<file path="config.mk">
export PLATFORM = sky130hd
export DESIGN_NAME = sat_alu
export DESIGN_NICKNAME = d
export VERILOG_FILES = /design/src/design/sat_pkg.sv /design/src/design/sat_lane_if.sv /design/src/design/sat_alu.sv /design/src/design/sat_lane_unit.sv
export SDC_FILE = /design/constraint.sdc
export NUM_CORES = 1
export LEC_CHECK = 0
export ABC_CLOCK_PERIOD_IN_PS = 3600
export BUFFER_PORTS_ARGS = -buffer_cell sky130_fd_sc_hd__buf_2
export CAP_MARGIN = 10
export CELL_PAD_IN_SITES_DETAIL_PLACEMENT = 1
export CELL_PAD_IN_SITES_GLOBAL_PLACEMENT = 1
export CORE_UTILIZATION = 47
export CTS_BUF_LIST = sky130_fd_sc_hd__clkbuf_16
export DETAILED_ROUTE_END_ITERATION = 7
export GPL_TIMING_DRIVEN = 1
export HOLD_SLACK_MARGIN = 0.1
export PLACE_DENSITY_LB_ADDON = 0.15
export SYNTH_ARGS = -nofsm -noshare
export SYNTH_HDL_FRONTEND = slang
export SYNTH_SLANG_ARGS = --single-unit
</file>
<file path="constraint.sdc">
create_clock -name aclk -period 3.6 [get_ports aclk]
set_input_delay 0.36 -clock aclk [delete_from_list [all_inputs] [get_ports aclk]]
set_output_delay 0.36 -clock aclk [all_outputs]
set_load 0.02 [all_outputs]
</file>
<file path="src/design/sat_pkg.sv">
// constants for the lane-wise saturating alu slice
// assumes a 32-bit AXI4-Lite register bus and one clock domain
package sat_pkg;

	// bus geometry
	localparam int          DATA_W      = 32;
	localparam int          ADDR_W      = 8;
	localparam int          STRB_W      = DATA_W / 8;

	// register byte offsets
	localparam logic [7:0]  OFF_OPA     = 8'h00;
	localparam logic [7:0]  OFF_OPB     = 8'h04;
	localparam logic [7:0]  OFF_PC      = 8'h08;
	localparam logic [7:0]  OFF_IMM     = 8'h0C;
	localparam logic [7:0]  OFF_CTRL    = 8'h10;
	localparam logic [7:0]  OFF_RESULT  = 8'h14;
	localparam logic [7:0]  OFF_FLAGS   = 8'h18;

	// bus answers
	localparam logic [1:0]  RESP_OKAY   = 2'h0;
	localparam logic [1:0]  RESP_SLVERR = 2'h2;

	// control register fields
	localparam int          CTRL_OP_LSB = 0;
	localparam int          CTRL_OP_W   = 4;
	localparam int          CTRL_SHU    = 8;
	localparam int          CTRL_SHC    = 9;

	// flags register fields
	localparam int          FLAG_N      = 3;
	localparam int          FLAG_Z      = 2;
	localparam int          FLAG_C      = 1;
	localparam int          FLAG_V      = 0;
	localparam int          FLAGS_W     = 4;

	// pc-relative offset field
	localparam int          IMM_W       = 13;
	localparam int          IMM_MAX     = 4095;

	// lane widths
	localparam int          BYTE_W      = 8;
	localparam int          HALF_W      = 16;

	// reset values
	localparam logic [31:0] RST_WORD    = 32'h0000_0000;
	localparam logic [3:0]  RST_FLAGS   = 4'h0;

	// operation codes
	typedef enum logic [3:0] {
		SAT_OP_NONE     = 4'h0,
		SAT_OP_AND_TEST = 4'h1,
		SAT_OP_XOR_TEST = 4'h2,
		SAT_OP_HW_ADD   = 4'h3,
		SAT_OP_BY_ADD   = 4'h4,
		SAT_OP_HW_QADD  = 4'h5,
		SAT_OP_BY_QADD  = 4'h6,
		SAT_OP_HW_QSUB  = 4'h7,
		SAT_OP_BY_QSUB  = 4'h8,
		SAT_OP_PC_REL   = 4'h9
	} sat_op_e;

endpackage : sat_pkg

</file>
<file path="src/design/sat_lane_if.sv">
// operand and lane result bundle between the alu and a lane unit
// assumes both ends sit in the same clock domain
`timescale 1ns/1ps
`default_nettype none
interface sat_lane_if;
	logic [sat_pkg::DATA_W-1:0] opa;
	logic [sat_pkg::DATA_W-1:0] opb;
	logic [sat_pkg::DATA_W-1:0] sum_wrap;
	logic [sat_pkg::DATA_W-1:0] sum_sat;
	logic [sat_pkg::DATA_W-1:0] diff_sat;

	modport alu  (output opa, output opb, input sum_wrap, input sum_sat, input diff_sat);
	modport lane (input opa, input opb, output sum_wrap, output sum_sat, output diff_sat);
endinterface : sat_lane_if
`default_nettype wire

</file>
<file path="src/design/sat_alu.sv">
// lane-wise saturating alu slice with flag-only tests, behind AXI4-Lite
// assumes one clock, synchronous active-low reset, single-beat lite master
//
// Local design decisions: the register addresses and the AXI4-Lite interface to the registers.
`timescale 1ns/1ps
`default_nettype none
module sat_alu (
	// clock and reset
	input  wire logic                         aclk,
	input  wire logic                         aresetn,
	// write address channel
	input  wire logic                         awvalid,
	output logic                              awready,
	input  wire logic [sat_pkg::ADDR_W-1:0]   awaddr,
	input  wire logic [2:0]                   awprot,
	// write data channel
	input  wire logic                         wvalid,
	output logic                              wready,
	input  wire logic [sat_pkg::DATA_W-1:0]   wdata,
	input  wire logic [sat_pkg::STRB_W-1:0]   wstrb,
	// write response channel
	output logic                              bvalid,
	input  wire logic                         bready,
	output logic [1:0]                        bresp,
	// read address channel
	input  wire logic                         arvalid,
	output logic                              arready,
	input  wire logic [sat_pkg::ADDR_W-1:0]   araddr,
	input  wire logic [2:0]                   arprot,
	// read data channel
	output logic                              rvalid,
	input  wire logic                         rready,
	output logic [sat_pkg::DATA_W-1:0]        rdata,
	output logic [1:0]                        rresp
);
	// write and read channel holding state
	logic                          aw_held_q;
	logic [sat_pkg::ADDR_W-1:0]    aw_addr_q;
	logic                          w_held_q;
	logic [sat_pkg::DATA_W-1:0]    w_data_q;
	logic [sat_pkg::STRB_W-1:0]    w_strb_q;
	logic                          bvalid_q;
	logic [1:0]                    bresp_q;
	logic                          rvalid_q;
	logic [sat_pkg::DATA_W-1:0]    rdata_q;
	logic [1:0]                    rresp_q;

	// software visible registers and the execute pulse
	logic [sat_pkg::DATA_W-1:0]    opa_q;
	logic [sat_pkg::DATA_W-1:0]    opb_q;
	logic [sat_pkg::DATA_W-1:0]    pc_q;
	logic [sat_pkg::IMM_W-1:0]     imm_q;
	logic [sat_pkg::DATA_W-1:0]    ctrl_q;
	logic [sat_pkg::DATA_W-1:0]    result_q;
	logic [sat_pkg::FLAGS_W-1:0]   flags_q;
	logic                          exec_q;

	// decode helpers
	logic                          wr_fire;
	logic [7:0]                    wr_off;
	logic [7:0]                    rd_off;
	logic                          wr_hit;
	logic                          rd_hit;
	logic [sat_pkg::DATA_W-1:0]    rd_word;
	sat_pkg::sat_op_e              op;
	logic                          shift_used;
	logic                          shift_carry;

	// datapath
	logic [sat_pkg::DATA_W-1:0]    test_val;
	logic                          is_test;
	logic [sat_pkg::DATA_W-1:0]    imm_ext;
	logic [sat_pkg::DATA_W-1:0]    pc_sum;
	logic [sat_pkg::DATA_W-1:0]    alu_res;
	logic                          alu_wr;

	sat_lane_if byte_lif ();
	sat_lane_if half_lif ();

	// lane units
	assign byte_lif.opa = opa_q;
	assign byte_lif.opb = opb_q;
	assign half_lif.opa = opa_q;
	assign half_lif.opb = opb_q;

	sat_lane_unit #(.LANE_W(sat_pkg::BYTE_W)) u_byte (
		.lif (byte_lif.lane)
	);

	sat_lane_unit #(.LANE_W(sat_pkg::HALF_W)) u_half (
		.lif (half_lif.lane)
	);

	// byte-lane write merge
	function automatic logic [31:0] merge(input logic [31:0] old, input logic [31:0] nw,
					      input logic [3:0] strb);
		logic [31:0] r;
		r = old;
		for (int i = 0; i < 4; i++) begin
			if (strb[i]) begin
				r[i*8 +: 8] = nw[i*8 +: 8];
			end
		end
		return r;
	endfunction : merge

	// write channel: address and data taken in either order
	assign awready = !aw_held_q && !bvalid_q;
	assign wready  = !w_held_q && !bvalid_q;
	assign wr_fire = aw_held_q && w_held_q && !bvalid_q;
	assign wr_off  = aw_addr_q;
	assign wr_hit  = (wr_off == sat_pkg::OFF_OPA) || (wr_off == sat_pkg::OFF_OPB)
		      || (wr_off == sat_pkg::OFF_PC) || (wr_off == sat_pkg::OFF_IMM)
		      || (wr_off == sat_pkg::OFF_CTRL) || (wr_off == sat_pkg::OFF_RESULT)
		      || (wr_off == sat_pkg::OFF_FLAGS);
	assign bvalid  = bvalid_q;
	assign bresp   = bresp_q;

	always_ff @(posedge aclk) begin
		if (!aresetn) begin
			aw_held_q <= 1'b0;
			aw_addr_q <= '0;
		end else if (awvalid && awready) begin
			aw_held_q <= 1'b1;
			aw_addr_q <= awaddr;
		end else if (wr_fire) begin
			aw_held_q <= 1'b0;
		end
	end

	always_ff @(posedge aclk) begin
		if (!aresetn) begin
			w_held_q <= 1'b0;
			w_data_q <= sat_pkg::RST_WORD;
			w_strb_q <= '0;
		end else if (wvalid && wready) begin
			w_held_q <= 1'b1;
			w_data_q <= wdata;
			w_strb_q <= wstrb;
		end else if (wr_fire) begin
			w_held_q <= 1'b0;
		end
	end

	always_ff @(posedge aclk) begin
		if (!aresetn) begin
			bvalid_q <= 1'b0;
			bresp_q  <= sat_pkg::RESP_OKAY;
		end else if (wr_fire) begin
			bvalid_q <= 1'b1;
			bresp_q  <= wr_hit ? sat_pkg::RESP_OKAY : sat_pkg::RESP_SLVERR;
		end else if (bready) begin
			bvalid_q <= 1'b0;
		end
	end

	// operand, pc, offset and control registers
	always_ff @(posedge aclk) begin
		if (!aresetn) begin
			opa_q  <= sat_pkg::RST_WORD;
			opb_q  <= sat_pkg::RST_WORD;
			pc_q   <= sat_pkg::RST_WORD;
			imm_q  <= '0;
			ctrl_q <= sat_pkg::RST_WORD;
		end else if (wr_fire) begin
			if (wr_off == sat_pkg::OFF_OPA) begin
				opa_q <= merge(opa_q, w_data_q, w_strb_q);
			end
			if (wr_off == sat_pkg::OFF_OPB) begin
				opb_q <= merge(opb_q, w_data_q, w_strb_q);
			end
			if (wr_off == sat_pkg::OFF_PC) begin
				pc_q <= merge(pc_q, w_data_q, w_strb_q);
			end
			if (wr_off == sat_pkg::OFF_IMM) begin
				imm_q <= sat_pkg::IMM_W'(merge({{(32-sat_pkg::IMM_W){1'b0}}, imm_q}, w_data_q, w_strb_q));
			end
			if (wr_off == sat_pkg::OFF_CTRL) begin
				ctrl_q <= merge(ctrl_q, w_data_q, w_strb_q);
			end
		end
	end

	// a control write launches one operation on the next cycle
	always_ff @(posedge aclk) begin
		if (!aresetn) begin
			exec_q <= 1'b0;
		end else begin
			exec_q <= wr_fire && (wr_off == sat_pkg::OFF_CTRL);
		end
	end

	assign op          = sat_pkg::sat_op_e'(ctrl_q[sat_pkg::CTRL_OP_LSB +: sat_pkg::CTRL_OP_W]);
	assign shift_used  = ctrl_q[sat_pkg::CTRL_SHU];
	assign shift_carry = ctrl_q[sat_pkg::CTRL_SHC];

	// test value and pc-relative sum
	assign is_test  = (op == sat_pkg::SAT_OP_AND_TEST) || (op == sat_pkg::SAT_OP_XOR_TEST);
	assign test_val = (op == sat_pkg::SAT_OP_AND_TEST) ? (opa_q & opb_q) : (opa_q ^ opb_q);
	assign imm_ext  = {{(32-sat_pkg::IMM_W){imm_q[sat_pkg::IMM_W-1]}}, imm_q};
	assign pc_sum   = pc_q + imm_ext;

	// result select
	always_comb begin
		alu_res = result_q;
		alu_wr  = 1'b1;
		unique case (op)
			sat_pkg::SAT_OP_HW_ADD:  alu_res = half_lif.sum_wrap;
			sat_pkg::SAT_OP_BY_ADD:  alu_res = byte_lif.sum_wrap;
			sat_pkg::SAT_OP_HW_QADD: alu_res = half_lif.sum_sat;
			sat_pkg::SAT_OP_BY_QADD: alu_res = byte_lif.sum_sat;
			sat_pkg::SAT_OP_HW_QSUB: alu_res = half_lif.diff_sat;
			sat_pkg::SAT_OP_BY_QSUB: alu_res = byte_lif.diff_sat;
			sat_pkg::SAT_OP_PC_REL:  alu_res = pc_sum;
			default:                 alu_wr  = 1'b0;
		endcase
	end

	always_ff @(posedge aclk) begin
		if (!aresetn) begin
			result_q <= sat_pkg::RST_WORD;
		end else if (exec_q && alu_wr) begin
			result_q <= alu_res;
		end
	end

	// flags: tests update n, z and maybe c; execution beats a software write
	always_ff @(posedge aclk) begin
		if (!aresetn) begin
			flags_q <= sat_pkg::RST_FLAGS;
		end else if (exec_q && is_test) begin
			flags_q[sat_pkg::FLAG_N] <= test_val[sat_pkg::DATA_W-1];
			flags_q[sat_pkg::FLAG_Z] <= (test_val == '0);
			if (shift_used) begin
				flags_q[sat_pkg::FLAG_C] <= shift_carry;
			end
		end else if (wr_fire && (wr_off == sat_pkg::OFF_FLAGS) && w_strb_q[0]) begin
			flags_q <= w_data_q[sat_pkg::FLAGS_W-1:0];
		end
	end

	// read channel
	assign rd_off = araddr;
	assign rd_hit = (rd_off == sat_pkg::OFF_OPA) || (rd_off == sat_pkg::OFF_OPB)
		      || (rd_off == sat_pkg::OFF_PC) || (rd_off == sat_pkg::OFF_IMM)
		      || (rd_off == sat_pkg::OFF_CTRL) || (rd_off == sat_pkg::OFF_RESULT)
		      || (rd_off == sat_pkg::OFF_FLAGS);

	always_comb begin
		rd_word = sat_pkg::RST_WORD;
		unique case (rd_off)
			sat_pkg::OFF_OPA:    rd_word = opa_q;
			sat_pkg::OFF_OPB:    rd_word = opb_q;
			sat_pkg::OFF_PC:     rd_word = pc_q;
			sat_pkg::OFF_IMM:    rd_word = {{(32-sat_pkg::IMM_W){1'b0}}, imm_q};
			sat_pkg::OFF_CTRL:   rd_word = ctrl_q;
			sat_pkg::OFF_RESULT: rd_word = result_q;
			sat_pkg::OFF_FLAGS:  rd_word = {{(32-sat_pkg::FLAGS_W){1'b0}}, flags_q};
			default:             rd_word = sat_pkg::RST_WORD;
		endcase
	end

	assign arready = !rvalid_q;
	assign rvalid  = rvalid_q;
	assign rdata   = rdata_q;
	assign rresp   = rresp_q;

	always_ff @(posedge aclk) begin
		if (!aresetn) begin
			rvalid_q <= 1'b0;
			rdata_q  <= sat_pkg::RST_WORD;
			rresp_q  <= sat_pkg::RESP_OKAY;
		end else if (arvalid && arready) begin
			rvalid_q <= 1'b1;
			rdata_q  <= rd_word;
			rresp_q  <= rd_hit ? sat_pkg::RESP_OKAY : sat_pkg::RESP_SLVERR;
		end else if (rready) begin
			rvalid_q <= 1'b0;
		end
	end
endmodule : sat_alu
`default_nettype wire

</file>
<file path="src/design/sat_lane_unit.sv">
// lane-wise wrap add, saturating add and saturating subtract
// assumes operands arrive on a sat_lane_if, purely combinational
`timescale 1ns/1ps
`default_nettype none
module sat_lane_unit #(
	parameter int LANE_W = 8
) (
	// operands and results
	sat_lane_if.lane lif
);
	localparam int NLANES = sat_pkg::DATA_W / LANE_W;

	// one adder and one subtractor per lane, no carry between lanes
	for (genvar i = 0; i < NLANES; i++) begin : g_lane
		logic [LANE_W:0] sum;
		logic [LANE_W:0] dif;
		assign sum = {1'b0, lif.opa[i*LANE_W +: LANE_W]} + {1'b0, lif.opb[i*LANE_W +: LANE_W]};
		assign dif = {1'b0, lif.opa[i*LANE_W +: LANE_W]} - {1'b0, lif.opb[i*LANE_W +: LANE_W]};
		assign lif.sum_wrap[i*LANE_W +: LANE_W] = sum[LANE_W-1:0];
		assign lif.sum_sat[i*LANE_W +: LANE_W]  = sum[LANE_W] ? {LANE_W{1'b1}} : sum[LANE_W-1:0];
		assign lif.diff_sat[i*LANE_W +: LANE_W] = dif[LANE_W] ? {LANE_W{1'b0}} : dif[LANE_W-1:0];
	end
endmodule : sat_lane_unit
`default_nettype wire

</file>
==> results of run 1 <==
[synthesized netlist by cell type (all sizes together) (10+ instances only)]
library cell  instances  area share [%]
a211oi               16            0.82
a21boi               55             2.4
a21o                 37             1.6
a21oi               164             4.7
a221oi               13            0.69
a22oi                27             1.2
a31oi                27            0.97
and2                 17            0.62
and3                 17            0.66
buf                  21            0.68
clkbuf               94             2.1
dfxtp               260              30
ha                   97             7.0
inv                  82             1.8
mux2i               175              10
nand2               255             5.5
nand2b               18            0.65
nand3                33            0.95
nand4                18            0.65
nor2                 85             2.0
nor2b               179             6.4
nor3                 24            0.69
nor4                 13            0.50
o211ai               20            0.86
o21a                 10            0.43
o21ai               129             3.7
o21bai               11            0.48
o221ai               12            0.61
o22ai                10            0.40
o31ai                15            0.65
or2                  10            0.36
xnor2                36             1.8
xor2                 16            0.81
[stage by stage]
stage,util (%),power (mW)
2_1_floorplan,-,3.23
4_1_cts,55.3,6.71
5_1_grt,55.4,6.89
3_3_place_gp,51.1,3.36
6_report,55.4,6.73
3_5_place_dp,51.1,3.37
[per-layer routing]
metal / vias to the layer above / wire (µm) / global-route usage, %
li1: 7914 / - / -
met1: 8750 / 32700 / 53.3
met2: 724 / 31600 / 57.7
met3: 92 / 5870 / 5.34
met4: 0 / 1510 / 9.05
met5: - / 0 / 0
[worst min path at each step]
stage,startpoint,endpoint,depth (start not counted)
after floorplan,result_q[6],result_q[6],2
after global placement,aw_addr_q[5],aw_addr_q[5],2
after detailed placement,aw_addr_q[5],aw_addr_q[5],2
after CTS,awvalid,aw_addr_q[7],4
after global routing,awvalid,aw_addr_q[3],4
final,awvalid,aw_addr_q[3],4
[final cells by class]
class	count	area [µm²]	area share, %
clock buffer	29	726	3.59
clock inverter	25	328	1.62
inverter	82	308	1.52
multi-input combinational	1663	11400	56.3
sequential	260	5200	25.7
tap	468	586	2.90
timing repair buffer	237	1690	8.37
[state kept, by name (all words and copies together) (netlist names)]
| name | count |
|---|---|
| aw_addr_q | 8 |
| aw_held_q | 1 |
| bresp | 1 |
| bvalid | 1 |
| byte_lif.opa | 32 |
| byte_lif.opb | 32 |
| ctrl_q | 32 |
| exec_q | 1 |
| flags_q | 4 |
| imm_q | 13 |
| pc_q | 32 |
| rdata | 32 |
| result_q | 32 |
| rresp | 1 |
| rvalid | 1 |
| w_data_q | 32 |
| w_held_q | 1 |
| w_strb_q | 4 |
[power by group through the flow]
stage / logic (mW) / clock network (mW) / registers [mW]
final: 0.389 / 3.36 / 2.99
after global placement: 0.317 / 0 / 3.04
after CTS: 0.366 / 3.36 / 2.98
after detailed placement: 0.326 / 0 / 3.04
after global routing: 0.413 / 3.49 / 2.99
after floorplan: 0.214 / 0 / 3.01
[cell families after synthesis]
| kind of cell | synth area share [%] |
|---|---|
| and+or+nand+nor | 20.4 |
| AOI/OAI and AO/OA | 23.8 |
| DFF | 30.0 |
| buffers and inverters | 4.62 |
| muxes | 10.6 |
| adders and majority gates | 8.03 |
| xor gates and xnor gates | 2.62 |
| other | 0.0216 |
[timing repair]
| action | CTS | global route |
|---|---|---|
| hold buffers | 47 | 0 |
| hold endpoints to repair | 46 | 0 |
| resized for setup | 0 | 0 |
| endpoints found under the setup margin | 0 | 0 |
[worst min-delay path: stages]
cell and delay (ns):
buf_2 0.11, and2_1 0.23, nand2_1 0.10, a21boi_0 0.07
==> results.yml, run 1 <==
timing:
  slew_viol_final: 0
  tns_ns: 0
  fmax_ghz: 0.283
  skew_ns: 0.0140
  fin_crit_sh_pct: 98.2
  finalHoldViolCount: 0
  whs_ns: 0.348
  layout_setup_ws_ns: 0.0653
  worst_pin_slew_ns: 1.02
  setup_violations: 0
  rsz0062_at_grt: "false"
  fin_crit_ns: 3.53
  relSlewSlack_pct: 32.0
power_and_ir_drop:
  powerDensity_nw_per_um2: 333
  switching_share_pct: 24.0
  p_sw_mw: 1.62
  p_comb_share_pct: 5.8
  clock_power_share_pct: 49.8
  intPower_mw: 5.12
  vdd_drop_max_mv: 0.328
  p_seq_share_pct: 44.4
  cellLeakagePower_nw: 8.61
critical_path:
  crit_type: "reg2reg"
  worstPathCellList: "or4_1 > or3_1 > nor3_1 > nand3_1 > mux2i_1 > nor2b_1"
  reg2reg_slack_ns: 0.07
  startpoint_type: "register"
  crit_path_max_fanout: 8
  rr_endpoint: "byte_lif.opa[31]"
  r2r-start: "aw_addr_q[0]"
  worstPathBufferInverterCount: 0
  critPathSlowestCell: "nand3_1"
  critPathTopFamily: "simple AND/OR/NAND/NOR gates"
  worstRegToRegCells: 6
  crit_path_end_kind: "register"
  required_ns: 4.04
  startpoint: "aw_addr_q[0]"
  crit_end: "byte_lif.opa[31]"
  cp.arrival_ns: 3.98
  slowest_delay_ns: 0.82
  cp.depth: 6
clocking:
  tritoncts: "yes"
  clock_path_buffers: 3
  cts-root-buf: "clkbuf_16"
  postCtsSetupBuffers: 0
  cts-buffers-inserted: 29
  cts-htree-levels: 1
  clk_pin_slew_ns: 0.06
  cts.sinks: 260
  clock_latency_ns: 0.58
job:
  maxCapViolCount: 0
yosys:
  syn_avg_cell_area_um2: 8.19
  syn_inst: 2120
  ys_types: 92
  ys_ff_latch: 260
  synth_edf_count: 0
  synth_ff_type: "dfxtp_1"
  yosys_warnings: 0
  async_flop_share_pct: 0
  netlist_area_um2: 17400
  ys_seq_area_share_pct: 30.0
floorplan:
  die_area_um2: 37700
  core.rowCount: 70
  initial_utilization_pct: 47.6
  die_w_um: 194
  placeableCoreArea_um2: 36500
  ios: 106
  die_y_um: 194
finish:
  layout-drive-gt1-share_pct: 12.3
  fin_area_um2: 20200
  final_common_cell: "dfxtp_1"
  final.fill_count: 4353
  area_growth_syn_to_layout_pct: 16.4
  final_cell_mix: "260 x dfxtp_1, 255 x nand2_1, 178 x nor2b_1"
  n_antenna_cell: 0
  fin_cells: 2764
  fin_nets: 2444
placed_design:
  dp_slack_ns: 0.288
  place.gp.congestion: 0.975
  dpl-instance-area_um2: 18700
  buffer_ports.inserted: 97
  dp_hpwl_um: 52500
  dp_cells: 2662
grt:
  track_usage_pct: 37.0
  grt_pass1_vias: 17638
  gr-total-overflow: 0
  grt_pass1_wl_um: 108000
  grt_max_degree: 152
  antenna_found_initial: 0
routing:
  dr.pass1.iters: 5
  wire_per_inst_um: 25.9
  vias: 17480
  postRouteAntennaNets: 0
  routed_wl_um: 71600
  drc_errors: 0
  vias_per_cell: 6.32
  drt-initial-drc-count: 1612
worst_hold_path:
  hold_path.class: "in2reg"
status:
  outcome: "finished clean"
Power figures use the tool's default switching activity.
==> inputs of run 2 (changes only) <==
--- a/config.mk
+++ b/config.mk
@@ -16,6 +16,8 @@
 export GPL_TIMING_DRIVEN = 1
 export HOLD_SLACK_MARGIN = 0.1
 export PLACE_DENSITY_LB_ADDON = 0.15
+export REMOVE_ABC_BUFFERS = 1
+export SKIP_LAST_GASP = 1
 export SYNTH_ARGS = -nofsm -noshare
 export SYNTH_HDL_FRONTEND = slang
 export SYNTH_SLANG_ARGS = --single-unit
==> results.yml, run 2 (synthesis gave the netlist of run 1 again) <==
routing:
  postRouteAntennaNets: 0
  vias: 17031
  drc_errors: 0
  dr.pass1.iters: 5
  vias_per_cell: 6.21
  drt-initial-drc-count: 1348
  wire_per_inst_um: 24.4
  routed_wl_um: 66800
timing:
  worst_pin_slew_ns: 1.10
  relSlewSlack_pct: 26.7
  finalHoldViolCount: 0
  fin_crit_sh_pct: 93.5
  slew_viol_final: 0
  setup_violations: 0
  fmax_ghz: 0.297
  rsz0062_at_grt: "false"
  fin_crit_ns: 3.37
  tns_ns: 0
  skew_ns: 0.0261
  layout_setup_ws_ns: 0.233
placed_design:
  place.gp.congestion: 0.981
  dp_slack_ns: 0.275
  dpl-instance-area_um2: 18500
  buffer_ports.inserted: 97
  dp_hpwl_um: 48600
critical_path:
  crit_path_max_fanout: 7
  required_ns: 4.03
  critPathTopFamily: "compound AO/OA/AOI/OAI gates"
  crit_type: "reg2reg"
  cp.depth: 9
  critPathSlowestCell: "fa_1"
  crit_path_end_kind: "register"
  worstRegToRegCells: 9
  worstPathCellList: "ha_1 > fa_1 > a21o_1 > a311oi_1 > o21ai_0 > a21oi_1 > a2bb2oi_1 > and2_1 > a31oi_1"
  cp.arrival_ns: 3.80
  worstPathBufferInverterCount: 0
  startpoint_type: "register"
  slowest_delay_ns: 0.47
floorplan:
  die_y_um: 194
  die_w_um: 194
  core.rowCount: 70
  placeableCoreArea_um2: 36500
  ios: 106
  die_area_um2: 37700
  initial_utilization_pct: 47.6
worst_hold_path:
  hold_path.class: "in2reg"
  hold_depth: 3
power_and_ir_drop:
  cellLeakagePower_nw: 8.46
  clock_power_share_pct: 48.1
  powerDensity_nw_per_um2: 325
  switching_share_pct: 24.6
  p_sw_mw: 1.60
  p_total_mw: 6.51
  p_seq_share_pct: 45.7
  vdd_drop_max_mv: 0.351
  intPower_mw: 4.91
  p_comb_share_pct: 6.2
status:
  outcome: "finished clean"
job:
  maxCapViolCount: 0
grt:
  antenna_found_initial: 1
  grt_pass1_vias: 17594
  grt_pass1_wl_um: 103000
  gr-total-overflow: 0
  grt_max_degree: 119
  track_usage_pct: 34.9
finish:
  fin_area_um2: 20000
  area_growth_syn_to_layout_pct: 15.2
  fin_nets: 2420
  final_cell_mix: "260 x dfxtp_1, 254 x nand2_1, 178 x nor2b_1"
  n_antenna_cell: 0
  final.fill_count: 4395
  final_common_cell: "dfxtp_1"
  layout-drive-gt1-share_pct: 11.5
clocking:
  cts-buffers-inserted: 30
  tritoncts: "yes"
  cts-root-buf: "clkbuf_16"
  clk_pin_slew_ns: 0.06
  cts.sinks: 260
  cts-htree-levels: 1
  clock_path_buffers: 3
  clock_latency_ns: 0.59
## run 2: per-layer routing
metal  global-route usage (%)  part of all wire [%]  vias to the layer above
met3                     4.26                   5.5                      112
li1                         -                     -                     7879
met2                     57.8                    46                      493
met1                     47.6                    46                     8545
met5                        0                 0.018                        -
met4                     9.82                   2.6                        2
## run 2: worst paths after layout
| kind | startpoint | end | slack (ns) |
|---|---|---|---|
| setup reg to reg | byte_lif.opa[24] | result_q[18] | 0.23 |
| hold reg to reg | aw_addr_q[5] | aw_addr_q[5] | 0.48 |
| hold / removal | aresetn | exec_q | 0.27 |
| setup / recovery | byte_lif.opa[24] | result_q[18] | 0.23 |
## run 2: power by group through the flow
stage | registers (mW) | clock network [mW] | logic, mW
6_report | 2.97 | 3.13 | 0.404
5_1_grt | 2.97 | 3.27 | 0.430
2_1_floorplan | 3.02 | 0 | 0.157
4_1_cts | 2.97 | 3.17 | 0.397
3_3_place_gp | 3.03 | 0 | 0.344
3_5_place_dp | 3.03 | 0 | 0.355
## run 2: metrics by stage
stage	utilization, %	cells	hold WS (ns)
CTS	54.8	2741	0.245
global route	54.8	2741	0.308
detailed placement	50.8	2638	0.471
floorplan	-	2005	0.435
global placement	50.8	2638	0.451
finish	54.8	2741	0.266
## run 2: cell type report
class                           count  area, µm²  area share [%]
Clock buffer                       31        776            3.88
Clock inverter                     25        215            1.08
Inverter                           82        308            1.54
Multi-Input combinational cell   1663      11400            57.0
Sequential cell                   260       5200            26.0
Tap cell                          468        586            2.93
Timing Repair Buffer              212       1520            7.61
## run 2: what timing repair did
action,in CTS,in global routing
setup buffers,0,0
setup endpoints to repair,0,4
hold buffers,47,0
resized for setup,0,2
hold endpoints to repair,46,0
## run 2: worst min-delay path, stage by stage
cell     delay (ns)
buf_6          0.26
nand2_1        0.13
nor2_1         0.04
